**src/hw/branch_unit_regs.svh**
```systemverilog
// register offsets, field positions, reset values and cycle counts
`ifndef BRANCH_UNIT_REGS_SVH
`define BRANCH_UNIT_REGS_SVH

// ----------------------------------------
// word offsets on the bus (byte addresses)
// ----------------------------------------
`define OFS_INSTR   9'h000
`define OFS_PC      9'h004
`define OFS_STATUS  9'h008
`define OFS_INFO    9'h00c
`define BASE_IO     9'h080
`define BASE_WREG   9'h100

// ----------------------------------------
// reset values
// ----------------------------------------
`define RST_PC      16'h0000
`define RST_STATUS  8'h00

// ----------------------------------------
// status_register flag positions
// ----------------------------------------
`define FLG_C       3'd0
`define FLG_Z       3'd1
`define FLG_N       3'd2
`define FLG_V       3'd3
`define FLG_S       3'd4
`define FLG_H       3'd5

// ----------------------------------------
// issue word and info fields
// ----------------------------------------
`define NEXT_TWO_BIT 16
`define INFO_BUSY   0
`define INFO_CYC_LO 1
`define INFO_TAKEN  3
`define INFO_UNSUP  4

// ----------------------------------------
// cycle counts per outcome
// ----------------------------------------
`define CYC_ONE     2'd1
`define CYC_TWO     2'd2
`define CYC_THREE   2'd3

`endif

```
**src/hw/branch_unit_pkg.sv**
```systemverilog
// types shared by the branch and skip unit
package branch_unit_pkg;

	// execution sequencer, one-hot
	typedef enum logic [1:0] {
		ST_IDLE = 2'b01,
		ST_EXEC = 2'b10
	} exec_state_t;

	// decoded instruction class
	typedef enum logic [2:0] {
		OP_BRANCH = 3'h0,
		OP_SKIP   = 3'h1,
		OP_SETIO  = 3'h2,
		OP_CLRIO  = 3'h3,
		OP_SHIFT  = 3'h4,
		OP_OTHER  = 3'h5
	} op_class_t;

endpackage : branch_unit_pkg

```
**src/hw/branch_unit.sv**
```systemverilog
// conditional branch, io skip, io bit set/clear and shift-left unit
//
// Contract
// - io bit one skips next, pc plus 2/3
// - flag-set branch jumps pc+offset+1 when set
// - flag-clear branch jumps only when flag zero
// - equal on zero one, not-equal on zero
// - carry-set/lower on C one; clear/same-or-higher zero
// - minus on negative one, plus on zero
// - signed ge taken when N xor V zero
// - signed less taken when N xor V one
// - half-carry branches test H set or clear
// - transfer-bit branches test T set or clear
// - overflow branches test V set or clear
// - irq branches test global enable flag
// - set io bit, others kept, two cycles
// - clear io bit, flags kept, two cycles
// - shift left, zero in, update Z C N V
`timescale 1ns/100ps
`include "branch_unit_regs.svh"

module branch_unit (
	input  wire logic        clk_i,    // core clock, 25 MHz
	input  wire logic        rst_i,    // synchronous, active high
	input  wire logic        ce_i,     // low freezes all state
	input  wire logic        cyc_i,    // wishbone cycle
	input  wire logic        stb_i,    // wishbone strobe
	input  wire logic        we_i,     // wishbone write
	input  wire logic [8:0]  adr_i,    // byte address
	input  wire logic [3:0]  sel_i,    // byte enables
	input  wire logic [31:0] dat_i,    // write data
	output logic      [31:0] dat_o,    // read data
	output logic             ack_o,    // one-cycle answer
	output logic      [15:0] pc_o,     // program counter
	output logic      [7:0]  status_o, // status_register
	output branch_unit_pkg::exec_state_t state_o // sequencer
);
	import branch_unit_pkg::*;

	// ----------------------------------------
	// state
	// ----------------------------------------
	logic        [15:0] pc_r;         // program counter
	logic        [7:0]  status_r;     // flags I T H S V N Z C
	logic        [7:0]  io_r [32];    // io register space
	logic        [7:0]  wreg_r [32];  // working registers
	logic        [16:0] instr_r;      // last issued word
	exec_state_t        state_r;      // sequencer state
	exec_state_t        state_nxt;
	logic        [1:0]  left_r;       // cycles still to run
	logic        [1:0]  cyc_r;        // cycles of last op
	logic               taken_r;      // last branch/skip taken
	logic               unsup_r;      // last word not ours
	logic               ack_r;        // bus answer
	logic        [31:0] rdat_r;       // registered read data

	// ----------------------------------------
	// bus decode
	// ----------------------------------------
	wire         req      = cyc_i & stb_i & ~ack_r & ce_i;
	wire         wr_acc   = req & we_i;
	wire         hit_ins  = adr_i == `OFS_INSTR;
	wire         hit_pc   = adr_i == `OFS_PC;
	wire         hit_st   = adr_i == `OFS_STATUS;
	wire         hit_inf  = adr_i == `OFS_INFO;
	wire  [8:0]  io_base  = `BASE_IO;   // io window base, named so its bits can be selected
	wire  [8:0]  wr_base  = `BASE_WREG; // working register window base
	wire         hit_io   = adr_i[8:7] == io_base[8:7];
	wire         hit_wr   = adr_i[8] == wr_base[8];
	wire  [4:0]  bidx     = adr_i[6:2];
	wire         busy     = state_r == ST_EXEC;
	// an issue needs the low half written and an idle sequencer;
	// a write while busy is answered but dropped
	wire         issue    = wr_acc & hit_ins & (&sel_i[1:0]) & ~busy;

	// ----------------------------------------
	// instruction decode
	// ----------------------------------------
	wire  [15:0] iw       = dat_i[15:0];
	wire         two_next = dat_i[`NEXT_TWO_BIT];
	wire         is_br    = iw[15:11] == 5'b11110;
	wire         br_clr   = iw[10];
	wire  [2:0]  fsel     = iw[2:0];
	wire  [6:0]  koff     = iw[9:3];
	wire         is_skip  = iw[15:8] == 8'h9b;
	wire         is_setio = iw[15:8] == 8'h9a;
	wire         is_clrio = iw[15:8] == 8'h98;
	wire  [4:0]  ioa      = iw[7:3];
	wire  [2:0]  bsel     = iw[2:0];
	wire         is_shift = (iw[15:10] == 6'b000011) & (iw[9] == iw[8])
				& (iw[3:0] == iw[7:4]);
	wire  [4:0]  rd_idx   = iw[8:4];
	op_class_t   op;

	// class select, one hot in practice
	assign op = is_br    ? OP_BRANCH :
		    is_skip  ? OP_SKIP   :
		    is_setio ? OP_SETIO  :
		    is_clrio ? OP_CLRIO  :
		    is_shift ? OP_SHIFT  : OP_OTHER;

	// ----------------------------------------
	// branch condition
	// ----------------------------------------
	// the signed test is formed from N and V here rather than read
	// from the stored S bit, so a stale S cannot steer it
	wire         nxv      = status_r[`FLG_N] ^ status_r[`FLG_V];
	// index 0 C, 1 Z, 2 N, 3 V, 5 H, 6 T, 7 I
	wire         fval     = (fsel == `FLG_S) ? nxv : status_r[fsel];
	// set form takes on one, clear form on zero
	wire         cond     = br_clr ? ~fval : fval;

	// ----------------------------------------
	// targets
	// ----------------------------------------
	// offset sign-extended so backward branches wrap correctly
	wire  [15:0] kext     = {{9{koff[6]}}, koff};
	wire  [15:0] pc_inc   = pc_r + 16'h0001;
	wire  [15:0] tgt      = pc_inc + kext;
	wire  [7:0]  iobyte   = io_r[ioa];
	wire         iobit    = iobyte[bsel];
	wire  [15:0] skp      = pc_r + (two_next ? 16'h0003 : 16'h0002);

	// ----------------------------------------
	// shift left result and flags
	// ----------------------------------------
	wire  [7:0]  rdv      = wreg_r[rd_idx];
	wire  [7:0]  shres    = {rdv[6:0], 1'b0};
	wire         sh_c     = rdv[7];
	wire         sh_n     = shres[7];
	wire         sh_v     = sh_n ^ sh_c;
	wire  [7:0]  sh_flags = {status_r[7:6], rdv[3], sh_n ^ sh_v, sh_v, sh_n,
				 shres == 8'h00, sh_c};

	// ----------------------------------------
	// outcome per class
	// ----------------------------------------
	wire         took     = (is_br & cond) | (is_skip & iobit);
	wire  [15:0] pc_new   = (is_br & cond)    ? tgt :
				(is_skip & iobit) ? skp : pc_inc;
	// one cycle unless taken or an io bit set/clear; skip costs one per skipped word
	wire  [1:0]  ncyc     = (is_br & cond) ? `CYC_TWO :
				(is_skip & iobit) ? (two_next ? `CYC_THREE : `CYC_TWO) :
				(is_setio | is_clrio) ? `CYC_TWO : `CYC_ONE;
	// new io byte, only the addressed bit changes
	wire  [7:0]  bmask    = 8'h01 << bsel;
	wire  [7:0]  io_new   = is_setio ? (iobyte | bmask) : (iobyte & ~bmask);

	// ----------------------------------------
	// byte-lane merge for plain writes
	// ----------------------------------------
	wire  [15:0] pc_wr    = {sel_i[1] ? dat_i[15:8] : pc_r[15:8],
				 sel_i[0] ? dat_i[7:0] : pc_r[7:0]};
	wire  [7:0]  bus_rd   = hit_io ? io_r[bidx] : wreg_r[bidx];

	// read mux, unmapped reads zero
	wire  [31:0] rd_mux   = hit_ins ? {15'h0000, instr_r} :
				hit_pc  ? {16'h0000, pc_r} :
				hit_st  ? {24'h000000, status_r} :
				hit_inf ? {27'h0000000, unsup_r, taken_r, cyc_r, busy} :
				(hit_io | hit_wr) ? {24'h000000, bus_rd} : 32'h00000000;

	// ----------------------------------------
	// sequencer next state
	// ----------------------------------------
	always_comb
	begin
		state_nxt = state_r;
		unique case (state_r)
			ST_IDLE: if (issue && ncyc != `CYC_ONE) state_nxt = ST_EXEC;
			ST_EXEC: if (ce_i && left_r == 2'd1) state_nxt = ST_IDLE;
			default: state_nxt = ST_IDLE; // illegal code recovers
		endcase
	end

	// ----------------------------------------
	// bus handshake and read data
	// ----------------------------------------
	// ack drops the cycle after it was given
	always_ff @(posedge clk_i)
	begin
		if (rst_i)
		begin
			ack_r  <= 1'b0;
			rdat_r <= 32'h00000000;
		end
		else if (ce_i)
		begin
			ack_r  <= cyc_i & stb_i & ~ack_r;
			rdat_r <= rd_mux;
		end
	end

	// ----------------------------------------
	// sequencer and issue record
	// ----------------------------------------
	always_ff @(posedge clk_i)
	begin
		if (rst_i)
		begin
			state_r <= ST_IDLE;
			left_r  <= 2'd0;
			cyc_r   <= 2'd0;
			taken_r <= 1'b0;
			unsup_r <= 1'b0;
			instr_r <= 17'h00000;
		end
		else if (ce_i)
		begin
			state_r <= state_nxt;
			if (issue)
			begin
				left_r  <= ncyc - `CYC_ONE;
				cyc_r   <= ncyc;
				taken_r <= took;
				unsup_r <= op == OP_OTHER;
				instr_r <= dat_i[16:0];
			end
			else if (busy)
				left_r <= left_r - 2'd1;
		end
	end

	// ----------------------------------------
	// pc and flags
	// ----------------------------------------
	// all effects land at the issue edge; the extra cycles only
	// hold off the next issue, matching each op's cycle cost
	always_ff @(posedge clk_i)
	begin
		if (rst_i)
		begin
			pc_r     <= `RST_PC;
			status_r <= `RST_STATUS;
		end
		else if (ce_i)
		begin
			if (issue)
				pc_r <= pc_new;
			else if (wr_acc && hit_pc)
				pc_r <= pc_wr;
			if (issue && is_shift)
				status_r <= sh_flags;
			else if (wr_acc && hit_st && sel_i[0])
				status_r <= dat_i[7:0];
		end
	end

	// ----------------------------------------
	// io and working register storage
	// ----------------------------------------
	// no reset on storage, as in a core's register file
	always_ff @(posedge clk_i)
	begin
		if (ce_i && !rst_i)
		begin
			if (issue && (is_setio || is_clrio))
				io_r[ioa] <= io_new;
			else if (wr_acc && hit_io && sel_i[0])
				io_r[bidx] <= dat_i[7:0];
			if (issue && is_shift)
				wreg_r[rd_idx] <= shres;
			else if (wr_acc && hit_wr && sel_i[0])
				wreg_r[bidx] <= dat_i[7:0];
		end
	end

	// ----------------------------------------
	// outputs
	// ----------------------------------------
	assign ack_o    = ack_r;
	assign dat_o    = rdat_r;
	assign pc_o     = pc_r;
	assign status_o = status_r;
	assign state_o  = state_r;
endmodule : branch_unit

```
**config.mk**
```make
export PLATFORM = sky130hd
export DESIGN_NAME = branch_unit
export DESIGN_NICKNAME = d
export VERILOG_FILES = /design/src/hw/branch_unit_pkg.sv /design/src/hw/branch_unit.sv
export VERILOG_INCLUDE_DIRS = /design/src /design/src/hw
export SDC_FILE = /design/constraint.sdc
export NUM_CORES = 1
export LEC_CHECK = 0
export ABC_CLOCK_PERIOD_IN_PS = 13200
export BUFFER_PORTS_ARGS = -buffer_cell sky130_fd_sc_hd__buf_4
export CAP_MARGIN = 10
export CORE_ASPECT_RATIO = 0.8
export CORE_UTILIZATION = 60
export CTS_CLUSTER_SIZE = 20
export DETAILED_ROUTE_END_ITERATION = 10
export PLACE_DENSITY = 0.82
export SLEW_MARGIN = 40
export SYNTH_ARGS = -nofsm -noshare
export SYNTH_HDL_FRONTEND = slang
export SYNTH_SLANG_ARGS = --single-unit
```
**constraint.sdc**
```tcl
create_clock -name clk_i -period 13.2 [get_ports clk_i]
set_input_delay 3.96 -clock clk_i [delete_from_list [all_inputs] [get_ports clk_i]]
set_output_delay 3.96 -clock clk_i [all_outputs]
set_load 0.03 [all_outputs]
```
==> out/metrics.yaml <==
vias_per_cell: 7.616
path_cells: "buf_4 > nor3_1 > nand3_1 > nor3_4 > nand4_1 > o31ai_1 > nand2_1 > nor2_2"
slew_viol_final: 0
relSlewSlack: 0.3955
rr_startpoint: "pc_o[3]$_SDFFE_PP0P_"
outcome: "finished, final reports clean"
syn_area_um2: 29620
grt_max_degree: 72
drc: 0
root_buffer: "clkbuf_16"
hpwl_um: 52630
post_cts_buffers: 0
totalWireLength_um: 85410
reg2regPathDepth: 14
setup_violations: 0
ir_drop_uv: 114.3
cap_violations: 0
grt_pass1_wl_um: 126300
end_kind: "register"
synth_area_leaders: "edfxtp_1, mux4_2, dfxtp_1, mux2i_1, nor2_1"
start_util: 0.6101
core_um2: 48560
p_sw_frac: 0.2349
area_delta_synth_final_pct: 9.884
internal_power_mw: 3.053
ys_seq_area_frac: 0.5643
cts_inserted_buffers: 53
cellPowerDensity_nw_per_um2: 122.6
fin_ws_ns: 4.962
cp_max_fo: 32
whs_path_depth: 2
worstSetupStartpointType: "primary input"
ys_types: 72
power_leakage_nw: 11.02
clk_latency_ns: 0.63
min_from: "instr_r[12]$_SDFFE_PP0P_"
ctsHtreeMaxLevel: 2
yosys.area.top_type: "edfxtp_1"
firstDrtPassIters: 6
final.setup_skew_ns: 0.03105
period_needed_ns: 8.238
ios: 110
max_stage_delay_ns: 0.79
power_frac_comb: 0.086
syn_area_per_cell_um2: 15.03
synth_seq_cells: 579
p_seq_frac: 0.506
grt_pass1_vias: 19441
yosys-top-cells-count: "edfxtp_1, mux4_2, nor2_1, nand2_1, mux2i_1"
slowest_stage: "nor3_4"
cts_resized: 0
tns_ns: 0
cts_hold_buffers: 0
rows: 72
hold_violations: 0
dr_total_vias: 20220
switching_power_mw: 0.9370
reg2reg_to: "pc_o[15]$_SDFFE_PP0P_"
clock_sinks: 579
ctsLongestPathBuffers: 3
critical_path_class: "in2reg"
pwr-share-clk: 0.408
die_y_um: 200.7
ff2ff_setup_slack_ns: 8.82
yosys_warnings: 0
drive_gt1_frac: 0.2739
drt_iter0_markers: 3417
die_x_um: 250.4
die-area_um2: 50270
synth_edf_count: 512
rsz0062_at_grt: "false"
ys_async_sr_fraction: 0
worst_pin_slew_ns: 0.9067
cp.arrival_ns: 8.49
dp_slack_ns: 4.589
whs_endpoint: "instr_r[12]$_SDFFE_PP0P_"
cts_tree: "yes"
clkTransAtPathRegs_ns: 0.06
antenna_found_initial: 6
nets: 2054
cp.required_ns: 13.45
finalCritPeriodShare: 0.6241
yosysTopAreaCellShare: 0.5190
io_buffer_count: 77
wire_per_inst_um: 32.17
hold_class: "reg2reg"
grt_usage: 0.3421
grt-ovfl-total: 0
syn_inst: 1971
synthFlopType: "edfxtp_1"
yosysMostFrequentCell: "edfxtp_1"
fin_hold_ws_ns: 0.4548
antenna_left: 0
gp_congestion: 0.9282
fmax_ghz: 0.1214
==> worst max-delay path, delay by kind of cell <==
| kind | cells | cell delay [ns] |
|---|---|---|
| AOI/OAI and AO/OA | 1 | 0.75 |
| buffers and inverters | 1 | 0.33 |
| and+or+nand+nor | 6 | 3.42 |
==> placed cells by master (no fill, tap or decap), types with 8 or more instances in the layout <==
cell / n
ha_1: 24
xnor2_1: 24
o21a_1: 9
nand2_1: 116
dfxtp_1: 67
nand4_1: 8
nand3_1: 45
mux2_2: 12
and3_1: 11
conb_1: 15
nor2_2: 65
clkinv_1: 13
nand2b_1: 24
mux2i_1: 109
edfxtp_1: 512
a22o_1: 11
nor2b_1: 15
a22oi_1: 45
clkbuf_16: 55
clkinv_2: 8
mux4_2: 255
nor2_1: 105
o21ai_0: 36
xor2_1: 12
buf_4: 96
nor3_1: 30
or2_2: 11
a31oi_1: 11
mux4_1: 10
inv_1: 23
a211oi_1: 26
a21oi_1: 73
==> power by group through the flow <==
| stage | Combinational, mW | Clock [mW] | Sequential (mW) |
|---|---|---|---|
| 3_3_place_gp | 0.317 | 0 | 2.06 |
| 4_1_cts | 0.334 | 1.62 | 2.02 |
| 3_5_place_dp | 0.331 | 0 | 2.06 |
| 2_1_floorplan | 0.225 | 0 | 2.07 |
| 6_report | 0.344 | 1.63 | 2.02 |
| 5_1_grt | 0.358 | 1.68 | 2.02 |
==> through the flow <==
step           cells  utilization  power, mW  area, um^2
3_3_place_gp    2551       0.6274      2.375       30460
5_1_grt         2654       0.6703      4.057       32550
2_1_floorplan   1985            -      2.291       29670
6_report        2655       0.6704      3.990       32550
3_5_place_dp    2552       0.6324      2.389       30710
4_1_cts         2652       0.6697      3.974       32520
==> cell type report <==
cell class / instances / area, um^2
Tap cell: 629 / 787.0
Clock inverter: 36 / 379.1
Antenna cell: 3 / 7.507
Multi-Input combinational cell: 1221 / 12330
Timing Repair Buffer: 102 / 820.8
Fill cell: 3056 / 16010
Sequential cell: 579 / 16720
Inverter: 21 / 78.83
Clock buffer: 64 / 1430
==> per-layer routing <==
metal	up-vias	GRT usage	routed length (um)
li1	7919	-	-
met1	10079	0.4790	30090
met2	1889	0.5157	38670
met3	327	0.09570	12800
met4	6	0.1301	3801
met5	-	0	38
==> cells by family after synthesis <==
group                    after synthesis  synth area share
AND/OR/NAND/NOR                      468           0.07299
AO/OA/AOI/OAI                        291           0.06543
flip-flops                           579            0.5643
buffers and inverters                185           0.03155
other                                  1         0.0001266
multiplexers                         386            0.2441
adder cells (fa/ha/maj)               25           0.01081
XOR/XNOR                              36           0.01064
==> worst max-delay path by stage <==
stage	start	slack, ns	endpoint	cells past startpoint
6_report	adr_i[5]	4.96	io_r[26][1]$_DFFE_PP_	8
5_1_grt	dat_i[4]	4.87	state_o[0]$_SDFFE_PP1P_	18
4_1_cts	adr_i[5]	5.18	io_r[4][0]$_DFFE_PP_	8
3_5_place_dp	adr_i[5]	4.59	io_r[4][0]$_DFFE_PP_	8
3_3_place_gp	adr_i[5]	4.35	wreg_r[3][6]$_DFFE_PP_	10
2_1_floorplan	dat_i[5]	5.95	wreg_r[0][4]$_DFFE_PP_	10
==> flip-flops by register name (all words and copies together), names as in the netlist <==
register / flops
io_r: 256
ack_o: 1
pc_o: 16
state_o: 2
status_o: 8
unsup_r: 1
wreg_r: 256
cyc_r: 2
dat_o: 17
left_r: 2
taken_r: 1
instr_r: 17
Note: power is estimated with default switching activity, not from simulation.
